`src/verilog/pmm_pkg.sv`:
```
// Purpose: shared constants and types of the power mode manager
// Assumes: APB register map, one word per register
// Notes:   Operation rules listed below
//
// Operation
// - After reset the block runs in normal mode, all clocks under register control; the code holds every clock but the two slow oscillators on.
// - Deep-sleep, power-down enable and mode select pick the mode; taken at wait-for-interrupt only.
// - WAIT_FOR_INTERRUPT with all selection bits zero enters idle, stopping only the core clock.
// - Power-down with select 0, 1, 2 enters normal, low-leak, fast-wake power-down.
// - Power-down with select 4, 5, 6 enters standby zero, standby one, deep.
// - Normal, low-leak, fast-wake power-down keep only slow oscillators and their peripherals.
// - Standby and deep power-down switch core power off; only slow oscillators run.
// - Standby zero keeps SRAM bank zero, 32 kilobytes, retained.
// - Any interrupt wakes idle; every wake-up returns the core to normal mode.
// - Power-down accepts wake-up from every listed peripheral event source.
// - Slow oscillators in power-down follow enables software set in normal mode, except the slow internal oscillator at deep entry without wake-up timer.
// - Timer clock runs in power-down only from an enabled slow oscillator; halts deep.
// - Watchdog clock runs only from enabled slow internal oscillator; halts deep.
// - Real-time clock runs in all power-down modes from enabled slow crystal.
// - Serial port clock runs only from enabled slow crystal; halts in deep power-down.
// - Standby SRAM retention follows the retention setting software chose; standby zero also keeps bank zero.
// - Deep power-down entry without wake-up timer switches the slow internal oscillator off.

package pmm_pkg;

	// ****************************************
	// Register offsets
	// ****************************************
	localparam logic [7:0] sys_ctl_off    = 8'h00;
	localparam logic [7:0] pwr_ctl_off    = 8'h04;
	localparam logic [7:0] pmu_ctl_off    = 8'h08;
	localparam logic [7:0] clk_src_off    = 8'h0C;
	localparam logic [7:0] pwr_status_off = 8'h10;

	// ****************************************
	// Field positions
	// ****************************************
	localparam int deep_sleep_pos = 2;
	localparam int pd_en_pos      = 7;
	localparam int lxt_en_pos     = 1;
	localparam int low_speed_internal_osc_en_pos    = 3;
	localparam int mode_sel_lsb   = 0;
	localparam int wkt_en_pos     = 8;
	localparam int retain_lsb     = 16;
	localparam int tmr_src_lsb    = 0;
	localparam int wdt_src_pos    = 4;
	localparam int rtc_src_pos    = 5;
	localparam int uart_src_pos   = 6;
	localparam int mode_stat_lsb  = 0;
	localparam int wake_flag_pos  = 8;

	// ****************************************
	// Codes and reset values
	// ****************************************
	localparam logic [2:0] sel_npd  = 3'h0;
	localparam logic [2:0] sel_low_leak_power_down = 3'h1;
	localparam logic [2:0] sel_fast_wake_power_down = 3'h2;
	localparam logic [2:0] sel_standby_power_down_zero = 3'h4;
	localparam logic [2:0] sel_standby_power_down_one = 3'h5;
	localparam logic [2:0] sel_dpd  = 3'h6;
	localparam logic [1:0] src_lxt  = 2'h1;
	localparam logic [1:0] src_low_speed_internal_osc = 2'h2;
	localparam int         wake_sources = 11;
	localparam int         sram_banks   = 4;
	localparam logic [31:0] ctl_reset   = 32'h0000_0000;

	typedef enum logic [3:0] {
		mode_normal, mode_entering, mode_idle, mode_npd, mode_low_leak_power_down,
		mode_fast_wake_power_down, mode_standby_power_down_zero, mode_standby_power_down_one, mode_dpd
	} mode_type;

	typedef struct packed {
		logic cpu;
		logic hclk;
		logic high_speed_crystal;
		logic high_speed_internal_osc;
		logic pll;
		logic flash;
		logic others;
		logic low_speed_crystal;
		logic low_speed_internal_osc;
		logic timer;
		logic wdt;
		logic rtc;
		logic uart;
		logic core_pwr;
		logic ldo_low;
	} gates_type;

endpackage

```
`src/verilog/gate_if.sv`:
```
// Purpose: carries mode and settings to the gate decoder and back
// Assumes: one clock domain
// Notes:   purely combinational signals
`timescale 1ns/100ps
`default_nettype none
interface gate_if #(parameter int banks = 4);
	pmm_pkg::mode_type  mode;
	logic               lxt_on;
	logic               low_speed_internal_osc_on;
	logic [1:0]         tmr_src;
	logic               wdt_src;
	logic               rtc_src;
	logic               uart_src;
	logic [banks-1:0]   retain_sel;
	pmm_pkg::gates_type gates;
	logic [banks-1:0]   retain;
	modport ctrl (output mode, lxt_on, low_speed_internal_osc_on, tmr_src, wdt_src, rtc_src,
		uart_src, retain_sel, input gates, retain);
	modport dec (input mode, lxt_on, low_speed_internal_osc_on, tmr_src, wdt_src, rtc_src,
		uart_src, retain_sel, output gates, retain);
endinterface
`default_nettype wire

```
`src/verilog/gate_decode.sv`:
```
// Purpose: per-mode clock, power and retention gating table
// Assumes: mode comes from the controller's state register
// Notes:   combinational; the controller registers the result
`timescale 1ns/100ps
`default_nettype none
module gate_decode (
	gate_if.dec gi
);
	logic slow_any;
	logic tmr_ok;

	always_comb begin
		slow_any = gi.lxt_on | gi.low_speed_internal_osc_on;
		tmr_ok = (gi.tmr_src == pmm_pkg::src_lxt && gi.lxt_on) ||
			(gi.tmr_src == pmm_pkg::src_low_speed_internal_osc && gi.low_speed_internal_osc_on);
		gi.gates = '0;
		gi.retain = '0;
		gi.gates.low_speed_crystal = gi.lxt_on;
		gi.gates.low_speed_internal_osc = gi.low_speed_internal_osc_on;
		gi.gates.rtc = gi.rtc_src & gi.lxt_on;
		case (gi.mode)
			pmm_pkg::mode_normal, pmm_pkg::mode_entering, pmm_pkg::mode_idle: begin
				gi.gates = '1;
				gi.gates.ldo_low = 1'b0;
				gi.gates.low_speed_crystal = gi.lxt_on;
				gi.gates.low_speed_internal_osc = gi.low_speed_internal_osc_on;
				gi.gates.cpu = (gi.mode != pmm_pkg::mode_idle);
				gi.retain = '1;
			end
			pmm_pkg::mode_npd, pmm_pkg::mode_low_leak_power_down, pmm_pkg::mode_fast_wake_power_down,
			pmm_pkg::mode_standby_power_down_zero, pmm_pkg::mode_standby_power_down_one: begin
				// Fast clocks stay off; only slow-sourced peripherals run
				gi.gates.timer = tmr_ok & slow_any;
				gi.gates.wdt = gi.wdt_src & gi.low_speed_internal_osc_on;
				gi.gates.uart = gi.uart_src & gi.lxt_on;
				gi.gates.core_pwr = (gi.mode == pmm_pkg::mode_npd ||
					gi.mode == pmm_pkg::mode_low_leak_power_down ||
					gi.mode == pmm_pkg::mode_fast_wake_power_down);
				gi.gates.ldo_low = (gi.mode == pmm_pkg::mode_low_leak_power_down);
				if (gi.gates.core_pwr) begin
					gi.retain = '1;
				end else begin
					gi.retain = gi.retain_sel;
					if (gi.mode == pmm_pkg::mode_standby_power_down_zero) begin
						gi.retain[0] = 1'b1;
					end
				end
			end
			default: begin
				// Deep power-down: only the real-time clock and the enabled slow oscillators may run
				gi.gates.core_pwr = 1'b0;
			end
		endcase
	end
endmodule
`default_nettype wire

```
`src/verilog/power_mode_manager.sv`:
```
// Purpose: power mode manager with APB registers
// Assumes: core raises wfi_req for one cycle and core_sleeping once asleep
// Notes:   gating outputs follow the mode one cycle later
//
// Decided for this implementation: the APB interface to the registers and the register offsets.
`timescale 1ns/100ps
`default_nettype none
module power_mode_manager #(
	parameter int banks = pmm_pkg::sram_banks,
	parameter int nsrc  = pmm_pkg::wake_sources
) (
	input  wire logic             pclk,
	input  wire logic             presetn,
	input  wire logic             psel,
	input  wire logic             penable,
	input  wire logic             pwrite,
	input  wire logic [7:0]       paddr,
	input  wire logic [31:0]      pwdata,
	output logic                  pready,
	output logic                  pslverr,
	output logic [31:0]           prdata,
	input  wire logic             wfi_req,
	input  wire logic             core_sleeping,
	input  wire logic             irq_pending,
	input  wire logic [nsrc-1:0]  wake_src,
	output logic                  core_wake,
	output logic                  cpu_clk_en,
	output logic                  hclk_en,
	output logic                  hxt_en,
	output logic                  high_speed_internal_osc_en,
	output logic                  pll_en,
	output logic                  flash_en,
	output logic                  others_clk_en,
	output logic                  lxt_en,
	output logic                  low_speed_internal_osc_en,
	output logic                  timer_clk_en,
	output logic                  wdt_clk_en,
	output logic                  rtc_clk_en,
	output logic                  uart_clk_en,
	output logic                  core_pwr_en,
	output logic                  ldo_low_en,
	output logic [banks-1:0]      sram_retain
);

	// ****************************************
	// State
	// ****************************************
	typedef struct packed {
		pmm_pkg::mode_type  mode;
		pmm_pkg::mode_type  target;
		logic               deep_sleep;
		logic               pd_en;
		logic [2:0]         mode_sel;
		logic               lxt_on;
		logic               low_speed_internal_osc_on;
		logic               wkt_en;
		logic [banks-1:0]   retain_sel;
		logic [1:0]         tmr_src;
		logic               wdt_src;
		logic               rtc_src;
		logic               uart_src;
		logic               wake_flag;
		logic               pready;
		logic               pslverr;
		logic [31:0]        prdata;
		logic               core_wake;
		pmm_pkg::gates_type gates;
		logic [banks-1:0]   retain;
	} state_type;

	state_type s_reg;
	state_type s_next;
	logic      wr_en;
	logic      setup;

	gate_if #(.banks(banks)) gb ();

	gate_decode u_dec (
		.gi (gb.dec)
	);

	assign gb.mode       = s_reg.mode;
	assign gb.lxt_on     = s_reg.lxt_on;
	assign gb.low_speed_internal_osc_on    = s_reg.low_speed_internal_osc_on;
	assign gb.tmr_src    = s_reg.tmr_src;
	assign gb.wdt_src    = s_reg.wdt_src;
	assign gb.rtc_src    = s_reg.rtc_src;
	assign gb.uart_src   = s_reg.uart_src;
	assign gb.retain_sel = s_reg.retain_sel;

	// Writes land only in the access cycle, never in setup
	assign setup = psel & ~penable;
	assign wr_en = psel & penable & s_reg.pready & pwrite;

	// ****************************************
	// Mode selection at WAIT_FOR_INTERRUPT
	// ****************************************
	function automatic pmm_pkg::mode_type pick_mode(input logic ds, input logic pd,
			input logic [2:0] sel);
		pmm_pkg::mode_type m;
		m = pmm_pkg::mode_idle;
		if (ds && pd) begin
			case (sel)
				pmm_pkg::sel_npd:  m = pmm_pkg::mode_npd;
				pmm_pkg::sel_low_leak_power_down: m = pmm_pkg::mode_low_leak_power_down;
				pmm_pkg::sel_fast_wake_power_down: m = pmm_pkg::mode_fast_wake_power_down;
				pmm_pkg::sel_standby_power_down_zero: m = pmm_pkg::mode_standby_power_down_zero;
				pmm_pkg::sel_standby_power_down_one: m = pmm_pkg::mode_standby_power_down_one;
				pmm_pkg::sel_dpd:  m = pmm_pkg::mode_dpd;
				// Reserved codes fall back to the safest power-down
				default:           m = pmm_pkg::mode_npd;
			endcase
		end
		return m;
	endfunction

	// ****************************************
	// Next state
	// ****************************************
	always_comb begin
		s_next = s_reg;
		s_next.core_wake = 1'b0;
		s_next.pready = setup;
		s_next.pslverr = 1'b0;
		s_next.gates = gb.gates;
		s_next.retain = gb.retain;

		// Read data is fetched in the setup phase, one wait-free access
		if (setup) begin
			s_next.prdata = 32'h0000_0000;
			case (paddr)
				pmm_pkg::sys_ctl_off:
					s_next.prdata[pmm_pkg::deep_sleep_pos] = s_reg.deep_sleep;
				pmm_pkg::pwr_ctl_off: begin
					s_next.prdata[pmm_pkg::pd_en_pos] = s_reg.pd_en;
					s_next.prdata[pmm_pkg::lxt_en_pos] = s_reg.lxt_on;
					s_next.prdata[pmm_pkg::low_speed_internal_osc_en_pos] = s_reg.low_speed_internal_osc_on;
				end
				pmm_pkg::pmu_ctl_off: begin
					s_next.prdata[pmm_pkg::mode_sel_lsb +: 3] = s_reg.mode_sel;
					s_next.prdata[pmm_pkg::wkt_en_pos] = s_reg.wkt_en;
					s_next.prdata[pmm_pkg::retain_lsb +: banks] = s_reg.retain_sel;
				end
				pmm_pkg::clk_src_off: begin
					s_next.prdata[pmm_pkg::tmr_src_lsb +: 2] = s_reg.tmr_src;
					s_next.prdata[pmm_pkg::wdt_src_pos] = s_reg.wdt_src;
					s_next.prdata[pmm_pkg::rtc_src_pos] = s_reg.rtc_src;
					s_next.prdata[pmm_pkg::uart_src_pos] = s_reg.uart_src;
				end
				pmm_pkg::pwr_status_off: begin
					s_next.prdata[pmm_pkg::mode_stat_lsb +: 4] = s_reg.mode;
					s_next.prdata[pmm_pkg::wake_flag_pos] = s_reg.wake_flag;
				end
				default: s_next.pslverr = 1'b1;
			endcase
		end else if (penable) begin
			s_next.pslverr = s_reg.pslverr;
		end

		if (wr_en) begin
			case (paddr)
				pmm_pkg::sys_ctl_off:
					s_next.deep_sleep = pwdata[pmm_pkg::deep_sleep_pos];
				pmm_pkg::pwr_ctl_off: begin
					s_next.pd_en = pwdata[pmm_pkg::pd_en_pos];
					s_next.lxt_on = pwdata[pmm_pkg::lxt_en_pos];
					s_next.low_speed_internal_osc_on = pwdata[pmm_pkg::low_speed_internal_osc_en_pos];
				end
				pmm_pkg::pmu_ctl_off: begin
					s_next.mode_sel = pwdata[pmm_pkg::mode_sel_lsb +: 3];
					s_next.wkt_en = pwdata[pmm_pkg::wkt_en_pos];
					s_next.retain_sel = pwdata[pmm_pkg::retain_lsb +: banks];
				end
				pmm_pkg::clk_src_off: begin
					s_next.tmr_src = pwdata[pmm_pkg::tmr_src_lsb +: 2];
					s_next.wdt_src = pwdata[pmm_pkg::wdt_src_pos];
					s_next.rtc_src = pwdata[pmm_pkg::rtc_src_pos];
					s_next.uart_src = pwdata[pmm_pkg::uart_src_pos];
				end
				pmm_pkg::pwr_status_off:
					if (pwdata[pmm_pkg::wake_flag_pos]) begin
						s_next.wake_flag = 1'b0;
					end
				default: ;
			endcase
		end

		// Mode sequencing; a wake-up set below wins over a clear above
		case (s_reg.mode)
			pmm_pkg::mode_normal: begin
				if (wfi_req) begin
					s_next.target = pick_mode(s_reg.deep_sleep, s_reg.pd_en,
						s_reg.mode_sel);
					s_next.mode = pmm_pkg::mode_entering;
				end
			end
			pmm_pkg::mode_entering: begin
				// Pending wake aborts entry; gating is still untouched
				if (irq_pending || (|wake_src)) begin
					s_next.mode = pmm_pkg::mode_normal;
					s_next.core_wake = 1'b1;
				end else if (core_sleeping) begin
					s_next.mode = s_reg.target;
					if (s_reg.target == pmm_pkg::mode_dpd && !s_reg.wkt_en) begin
						s_next.low_speed_internal_osc_on = 1'b0;
					end
				end
			end
			pmm_pkg::mode_idle: begin
				// Idle ignores peripheral events that raise no interrupt
				if (irq_pending) begin
					s_next.mode = pmm_pkg::mode_normal;
					s_next.core_wake = 1'b1;
					s_next.wake_flag = 1'b1;
				end
			end
			pmm_pkg::mode_npd, pmm_pkg::mode_low_leak_power_down, pmm_pkg::mode_fast_wake_power_down,
			pmm_pkg::mode_standby_power_down_zero, pmm_pkg::mode_standby_power_down_one, pmm_pkg::mode_dpd: begin
				if (|wake_src) begin
					s_next.mode = pmm_pkg::mode_normal;
					s_next.core_wake = 1'b1;
					s_next.wake_flag = 1'b1;
				end
			end
			default: s_next.mode = pmm_pkg::mode_normal;
		endcase
	end

	// ****************************************
	// State register
	// ****************************************
	always_ff @(posedge pclk or negedge presetn) begin
		if (!presetn) begin
			s_reg <= '0;
			s_reg.mode <= pmm_pkg::mode_normal;
			s_reg.target <= pmm_pkg::mode_normal;
			s_reg.gates <= '1;
			s_reg.gates.ldo_low <= 1'b0;
			s_reg.gates.low_speed_crystal <= pmm_pkg::ctl_reset[pmm_pkg::lxt_en_pos];
			s_reg.gates.low_speed_internal_osc <= pmm_pkg::ctl_reset[pmm_pkg::low_speed_internal_osc_en_pos];
			s_reg.retain <= '1;
		end else begin
			s_reg <= s_next;
		end
	end

	assign pready        = s_reg.pready;
	assign pslverr       = s_reg.pslverr;
	assign prdata        = s_reg.prdata;
	assign core_wake     = s_reg.core_wake;
	assign cpu_clk_en    = s_reg.gates.cpu;
	assign hclk_en       = s_reg.gates.hclk;
	assign hxt_en        = s_reg.gates.high_speed_crystal;
	assign high_speed_internal_osc_en       = s_reg.gates.high_speed_internal_osc;
	assign pll_en        = s_reg.gates.pll;
	assign flash_en      = s_reg.gates.flash;
	assign others_clk_en = s_reg.gates.others;
	assign lxt_en        = s_reg.gates.low_speed_crystal;
	assign low_speed_internal_osc_en       = s_reg.gates.low_speed_internal_osc;
	assign timer_clk_en  = s_reg.gates.timer;
	assign wdt_clk_en    = s_reg.gates.wdt;
	assign rtc_clk_en    = s_reg.gates.rtc;
	assign uart_clk_en   = s_reg.gates.uart;
	assign core_pwr_en   = s_reg.gates.core_pwr;
	assign ldo_low_en    = s_reg.gates.ldo_low;
	assign sram_retain   = s_reg.retain;

	// Gates are registered, so gate checks look one cycle after the mode

	// Shorthand for every power-down mode
	logic in_pd;
	assign in_pd = s_reg.mode inside {pmm_pkg::mode_npd, pmm_pkg::mode_low_leak_power_down,
		pmm_pkg::mode_fast_wake_power_down, pmm_pkg::mode_standby_power_down_zero, pmm_pkg::mode_standby_power_down_one, pmm_pkg::mode_dpd};
endmodule
`default_nettype wire

```
`config.mk`:
```
export PLATFORM = sky130hd
export DESIGN_NAME = power_mode_manager
export DESIGN_NICKNAME = d
export VERILOG_FILES = /design/src/verilog/pmm_pkg.sv /design/src/verilog/gate_if.sv /design/src/verilog/gate_decode.sv /design/src/verilog/power_mode_manager.sv
export SDC_FILE = /design/constraint.sdc
export NUM_CORES = 1
export LEC_CHECK = 0
export BUFFER_PORTS_ARGS = -buffer_cell sky130_fd_sc_hd__buf_4
export CAP_MARGIN = 20
export CORE_MARGIN = 4
export CORE_UTILIZATION = 43
export DETAILED_ROUTE_END_ITERATION = 10
export PLACE_DENSITY = 0.75
export SYNTH_ARGS = -nofsm -noshare
export SYNTH_HDL_FRONTEND = slang
export SYNTH_SLANG_ARGS = --single-unit
```
`constraint.sdc`:
```
create_clock -name pclk -period 1.7 [get_ports pclk]
set_clock_uncertainty 0.05 [all_clocks]
set_input_delay 0.17 -clock pclk [delete_from_list [all_inputs] [get_ports pclk]]
set_output_delay 0.17 -clock pclk [all_outputs]
set_load 0.05 [all_outputs]
```
==> results of run 1 <==
[critical path, cell delays in order, from the launching register on]
cell and delay (ps):
dfrtp_1 400, buf_4 200, nor4_2 310, nand2_1 160, buf_4 170, a32o_1 200
[synth_stat cells (3+ instances only)]
library cell,n
dfrtp_1,45
buf_4,42
nand2_1,21
nor2_1,17
mux2_2,16
a21oi_1,12
dfstp_2,11
o21ai_0,11
a22o_1,7
clkbuf_1,6
nor3_1,6
nand3_1,5
nand2b_1,4
a31oi_1,3
mux2i_1,3
nand3b_1,3
nor3b_1,3
nor4_1,3
[stage by stage]
| stage | std cells | TNS (ps) |
|---|---|---|
| global placement | 393 | -8.35 |
| detailed placement | 393 | -174 |
| finish | 402 | 0 |
| floorplan | 273 | 0 |
| CTS | 402 | 0 |
| global route | 402 | 0 |
[layer usage]
metal / wire, µm / vias up / global-route usage, %
met5: 0 / - / 0
met4: 110 / 0 / 5.36
met3: 484 / 13 / 3.39
met2: 3310 / 79 / 29.9
met1: 2540 / 1029 / 21.4
li1: - / 988 / -
[final cells by class]
type	count	area [µm²]	share of cell area [%]
sequential	56	1420	41.1
multi-input combinational	165	1100	31.9
timing repair buffer	95	728	21.2
tap	75	93.8	2.73
clock buffer	5	68.8	2.00
clock inverter	3	25.0	0.727
inverter	3	11.3	0.327
[kinds of logic after synthesis]
kind of cell / share of synthesized area [%]
buf+inv: 12.8
mux: 7.61
xor+xnor: 0.634
other cells: 0.136
flops: 51.2
compound gates: 11.4
simple gates: 16.2
[worst max-delay path by stage]
stage / to / cells after the start / start / slack, ps
5_1_grt: s_reg[75] / 5 / gb.mode[3] / 10
4_1_cts: core_wake / 5 / gb.mode[2] / 10
2_1_floorplan: gb.retain_sel[0] / 3 / pready / 10
3_5_place_dp: gb.mode[3] / 4 / gb.mode[2] / -50
3_3_place_gp: gb.mode[3] / 4 / gb.mode[2] / -5
6_report: s_reg[75] / 5 / gb.mode[3] / 90
[where the power goes]
part           internal (mW)  switching, mW
Sequential              1.35        0.00921
Combinational          0.113          0.234
Clock                  0.302          0.472
[what timing repair did]
item                       in CTS  in global routing
pin swaps                       2                  0
hold endpoints to repair       45                  0
resized for setup               5                  4
hold buffers                    1                  0
setup endpoints to repair       4                  6
[cell usage in the layout (no fill, tap or decap), types with 3 or more instances in the layout]
| master | Yosys | layout |
|---|---|---|
| o21ai_0 | 11 | 9 |
| nand3_1 | 5 | 5 |
| a21oi_1 | 12 | 12 |
| nor2_1 | 17 | 16 |
| mux2_2 | 16 | 16 |
| clkbuf_8 | 0 | 5 |
| nor3_1 | 6 | 6 |
| dfstp_2 | 11 | 11 |
| nand3b_1 | 3 | 3 |
| nand2b_1 | 4 | 4 |
| buf_4 | 42 | 93 |
| a22o_1 | 7 | 7 |
| nand2_1 | 21 | 21 |
| dfrtp_1 | 45 | 44 |
| mux2i_1 | 3 | 3 |
| a31oi_1 | 3 | 3 |
| conb_1 | 1 | 19 |
==> impl_results.md, run 1 <==
* Initial core utilization at a little under half
* Core Rows at 28
* First-pass GRT wire length at approximately 10,000 µm
* Final Max Slew Viols at 0
* PortBufs at between 70 and 80
* Max reg flops at 13
* Fraction of layout cells with a size suffix above 1 at between 40% and 50%
* Cell area after layout at approximately 3400 µm²
* Wirelength per Cell at 16.0 µm
* Pwr Density at around 720 nW/µm²
* Period utilization at between 90 and 100%
* Top cells by area, synth: dfrtp_1 (41%), buf_4 (11%), dfstp_2 (10%), mux2_2 (6.5%), nand2_1 (2.9%)
* CTS max path bufs at 2
* Via count at 2,109
* Post-synth top area share at between 40 and 50%
* Slack of the critical path at between 90 and 100 ps
* DP Worst Slack at -51.0 ps
* Vias in the first global route at 2,183
* Vert. Die Dim at 88.2 µm
* Synthesis Warnings at 0
* Post-Syn Area at ~2800 µm²
* Num Clock Sinks at between 50 and 60
* Placed cell areas at between 3000 and 4000 µm²
* Global Route Usage Sum at ~17%
* Post-layout util at 56.8%
* CP endpoint kind: register
* Antenna violations before repair at 0
* Clock Latency Late Sink at about 320 ps
* Mapped Cells at roughly 260
* Post-synthesis register bit count at 56
* Avg Cell Area, Syn at about 11 µm²
* Least-Margin Pin Slew at 685 ps
* CTS root buf: clkbuf_8
* Yosys cell types at 46
* Reg2reg setup slack at around 93 ps
* Crit Path Category: reg2reg
* Core area at 6060 µm²
* RSZ-0062 raised after global routing: false
* Register-to-Register Path Depth at 5
* Final RePlAce weighted congestion at 0.834
* CTS tree: built
* Remaining antenna violation count after routing at 0
* Worst endpoint data arrival time at ~1800 ps
* Via/cell ratio at ~5.2
* WHS at ~27 ps
* Fillers at 532
* Post-CTS Setup Inserts at 0
* Top Ports at approximately 110
* Pin count of the biggest net entering global routing at 57
* Full die area at roughly 7800 µm²
* Number of remaining DRC errors at 0
* Drt pass-1 iters at 4
* Area delta synth->final at 24.5%
* Hold Startpoint: pwdata[19]
* Post-synth top flop: dfrtp_1
* Worst Hold Path EP: gb.retain_sel[3]
* GRT overflow at 0
* Max VDD drop at approximately 0.53 mV
* Die width at approximately 90 µm
* Area leader, netlist: dfrtp_1
* # diodes at 0
* Final hold vios at 0
* Initial DRC Count at roughly 100
* Sequential fraction of the synthesis area at around 51%
* Slew HR at between 50 and 60%
* Reg-to-reg endpoint: s_reg[75]
* RR Startpoint: gb.mode[3]
* Max-capacitance violation count at 0
* Total Wirelength at around 6400 µm
* Asr flop ratio synth at between 90% and 100%
* Nets at ~390
* Status: complete, no violations
* Worst hold path cell count at 2
* H-tree level count at 2
* Num CTS Buffers at 5
* Worst-path clk slew at roughly 110 ps
* Fmax at just over 600 MHz
* Post-synth EDFFs at 0
* Post-route total power at around 2.5 mW
* Crit path time final at roughly 1600 ps
* Worst Hold Class: in2reg
* Setup violations, final at 0
* Final HPWL DP at around 4900 µm
* Critical path peak fanout at 15
* Pleak at 1.63 nW
* Startpoint types: register
* Worst Path Required at between 1500 and 2000 ps
Note: power is estimated with default switching activity, not from simulation.
==> inputs of run 2 (changes only) <==
--- a/config.mk
+++ b/config.mk
@@ -6,11 +6,11 @@
 export NUM_CORES = 1
 export LEC_CHECK = 0
 export BUFFER_PORTS_ARGS = -buffer_cell sky130_fd_sc_hd__buf_4
-export CAP_MARGIN = 20
+export CAP_MARGIN = 0
 export CORE_MARGIN = 4
-export CORE_UTILIZATION = 43
+export CORE_UTILIZATION = 52
 export DETAILED_ROUTE_END_ITERATION = 10
-export PLACE_DENSITY = 0.75
+export PLACE_DENSITY = 0.85
 export SYNTH_ARGS = -nofsm -noshare
 export SYNTH_HDL_FRONTEND = slang
 export SYNTH_SLANG_ARGS = --single-unit
==> constraint.sdc (replaced) <==
create_clock -name pclk -period 1.9 [get_ports pclk]
set_clock_uncertainty 0.05 [all_clocks]
set_input_delay 0.19 -clock pclk [delete_from_list [all_inputs] [get_ports pclk]]
set_output_delay 0.19 -clock pclk [all_outputs]
set_load 0.1 [all_outputs]
==> run 2 against run 1 <==
- clock power rose by 3.0%
- first-iteration DRC count rose by 6.9%
- largest power group unchanged
- largest cell class unchanged
- non-clock buffer count fell by 7
==> impl_results.md, run 2 (same netlist as run 1, synthesis figures left out) <==
* Status: complete, no violations
* Sum of negative setup slack at 0 ps (unchanged)
* Die width at 80.9 µm (-8.2%)
* Max-capacitance violation count at 0 (unchanged)
* Crit path time final at 1830 ps (+219 ps)
* Reg2reg setup slack at 70 ps (-20 ps)
* CTS max path bufs at 2 (unchanged)
* Final hold vios at 0 (unchanged)
* Critical path peak fanout at 4 (-11)
* CTS tree: built
* GRT overflow at 0 (unchanged)
* Wirelength per Cell at 15.9 µm (-0.65%)
* Number of remaining DRC errors at 0 (unchanged)
* Vert. Die Dim at 80.9 µm (-8.2%)
* Non-Filler Instances at 390 (-3.0%)
* Final RePlAce weighted congestion at 0.814 (-2.4%)
* Worst Hold Class: in2reg
* Vias in the first global route at 2,054 (-5.9%)
* Fmax at 548 MHz (-12%)
* Core Rows at 26 (-7.1%)
* Nets at 378 (-1.8%)
* Final HPWL DP at 4790 µm (-2.6%)
* Worst Hold Path EP: gb.retain_sel[2]
* Reg-to-reg endpoint: gb.mode[3]
* Pwr Density at 722 nW/µm² (+0.36%)
* Placed cells at 380 (-3.3%)
* Via/cell ratio at 5.43 (+3.6%)
* First-pass GRT wire length at 10,000 µm (-2.3%)
* Remaining antenna violation count after routing at 0 (unchanged)
* Drt pass-1 iters at 4 (unchanged)
* Global Route Usage Sum at 19.9% (+2.7 points)
* RR Startpoint: gb.mode[2]
* Crit Path Category: reg2reg
* PortBufs at 74 (unchanged)
* Pleak at 1.60 nW (-2.3%)
* Most frequent cells in the layout: buf_4 (87), dfrtp_1 (44), nand2_1 (21)
* Num CTS Buffers at 5 (unchanged)
* Slew HR at 54.3% (about the same)
* Top Ports at 113 (unchanged)
* Worst hold path cell count at 2 (unchanged)
* Core area at 5140 µm² (-15%)
* Initial DRC Count at 109 (+6.9%)
* Register-to-Register Path Depth at 5 (unchanged)
* CP endpoint kind: register
* Worst-path clk slew at 100 ps (about the same)
* Max reg flops at 13 (unchanged)
* Area delta synth->final at 21.7%
* Num Clock Sinks at 56 (unchanged)
* Full die area at 6550 µm² (-16%)
* Startpoint types: register
* Worst endpoint data arrival time at 2010 ps (+240 ps)
* Post-route total power at 2.43 mW (-1.9%)
* Pin count of the biggest net entering global routing at 57 (unchanged)
* Most common cell after layout, fill and taps aside: buf_4
* Hold Startpoint: pwdata[18]
* Crit. Startpoint: gb.mode[2]
* # diodes at 0 (unchanged)
* Via count at 2,119 (+0.47%)
* Period utilization at 96.1% (+1.6 points)
* Setup violations, final at 0 (unchanged)
* Fraction of layout cells with a size suffix above 1 at 40.9% (-2.2 points)
* CTS root buf: clkbuf_8
* Max VDD drop at 0.545 mV (+3.1%)
* Least-Margin Pin Slew at 686 ps (+0.659 ps)
* Final Max Slew Viols at 0 (unchanged)
* Worst Path Required at 2090 ps (+230 ps)
* Total Wirelength at 6210 µm (-3.6%)
* Clock Latency Late Sink at 310 ps (about the same)
* Antenna violations before repair at 0 (unchanged)
* Initial core utilization at 53.8% (+8.2 points)
* H-tree level count at 2 (unchanged)
run 2: cell types whose count changed in the layout (fill, tap and decap cells not counted), moves of 2 or more:
cell,previous run,this run
or4b_4,2,0
clkinv_4,0,2
inv_6,2,0
buf_4,93,87
or4b_2,0,2
run 2: stage by stage:
stage	instance area, µm²	hold WS [ps]	setup slack, ps	utilization [%]
final	3360	54.7	73.8	65.5
after global routing	3360	40.7	-1.32	65.5
after CTS	3350	48.4	42.3	65.2
after detailed placement	3220	228	65.2	62.7
after global placement	3220	225	125	62.7
after floorplan	2830	-156	14.5	-
run 2: timing repair:
| action | CTS | global route |
|---|---|---|
| hold endpoints to repair | 45 | 0 |
| setup endpoints to repair | 0 | 4 |
| hold buffers | 1 | 0 |
| buffers inserted | 0 | 1 |
| gates resized for setup | 0 | 3 |
run 2: routing by layer:
layer | vias to the layer above | GRT usage [%] | wire [µm]
met5 | - | 0 | 0
met4 | 0 | 5.74 | 61
met3 | 11 | 3.99 | 394
met2 | 94 | 34.3 | 3220
met1 | 1043 | 25.2 | 2540
li1 | 971 | - | -
run 2: layout make-up:
type	instances	area, µm²
Clock buffer	5	68.8
Clock inverter	3	47.5
Fill cell	433	1780
Inverter	3	11.3
Multi-Input combinational cell	165	1070
Sequential cell	56	1420
Tap cell	70	87.6
Timing Repair Buffer	88	663
run 2: how the worst max path moves through the flow:
stage	cells past startpoint	slack, ps	to
after global placement	5	130	gb.mode[1]
after floorplan	3	10	gb.retain_sel[0]
after CTS	5	40	gb.mode[3]
after detailed placement	5	70	gb.mode[1]
after global routing	5	-1	gb.mode[3]
final	5	70	gb.mode[3]
run 2: worst max-delay path, stage by stage, from the launching register on:
cell	delay, ps
dfrtp_1	400
or4b_2	720
nor3b_2	220
buf_4	150
nand2_1	50
a21oi_1	150
run 2: power breakdown:
part	total, mW	leakage [nW]	internal [mW]	switching (mW)
Clock	0.796	0.0583	0.398	0.399
Combinational	0.419	0.808	0.0942	0.325
Sequential	1.21	0.729	1.20	0.00922
Total	2.43	1.60	1.70	0.733
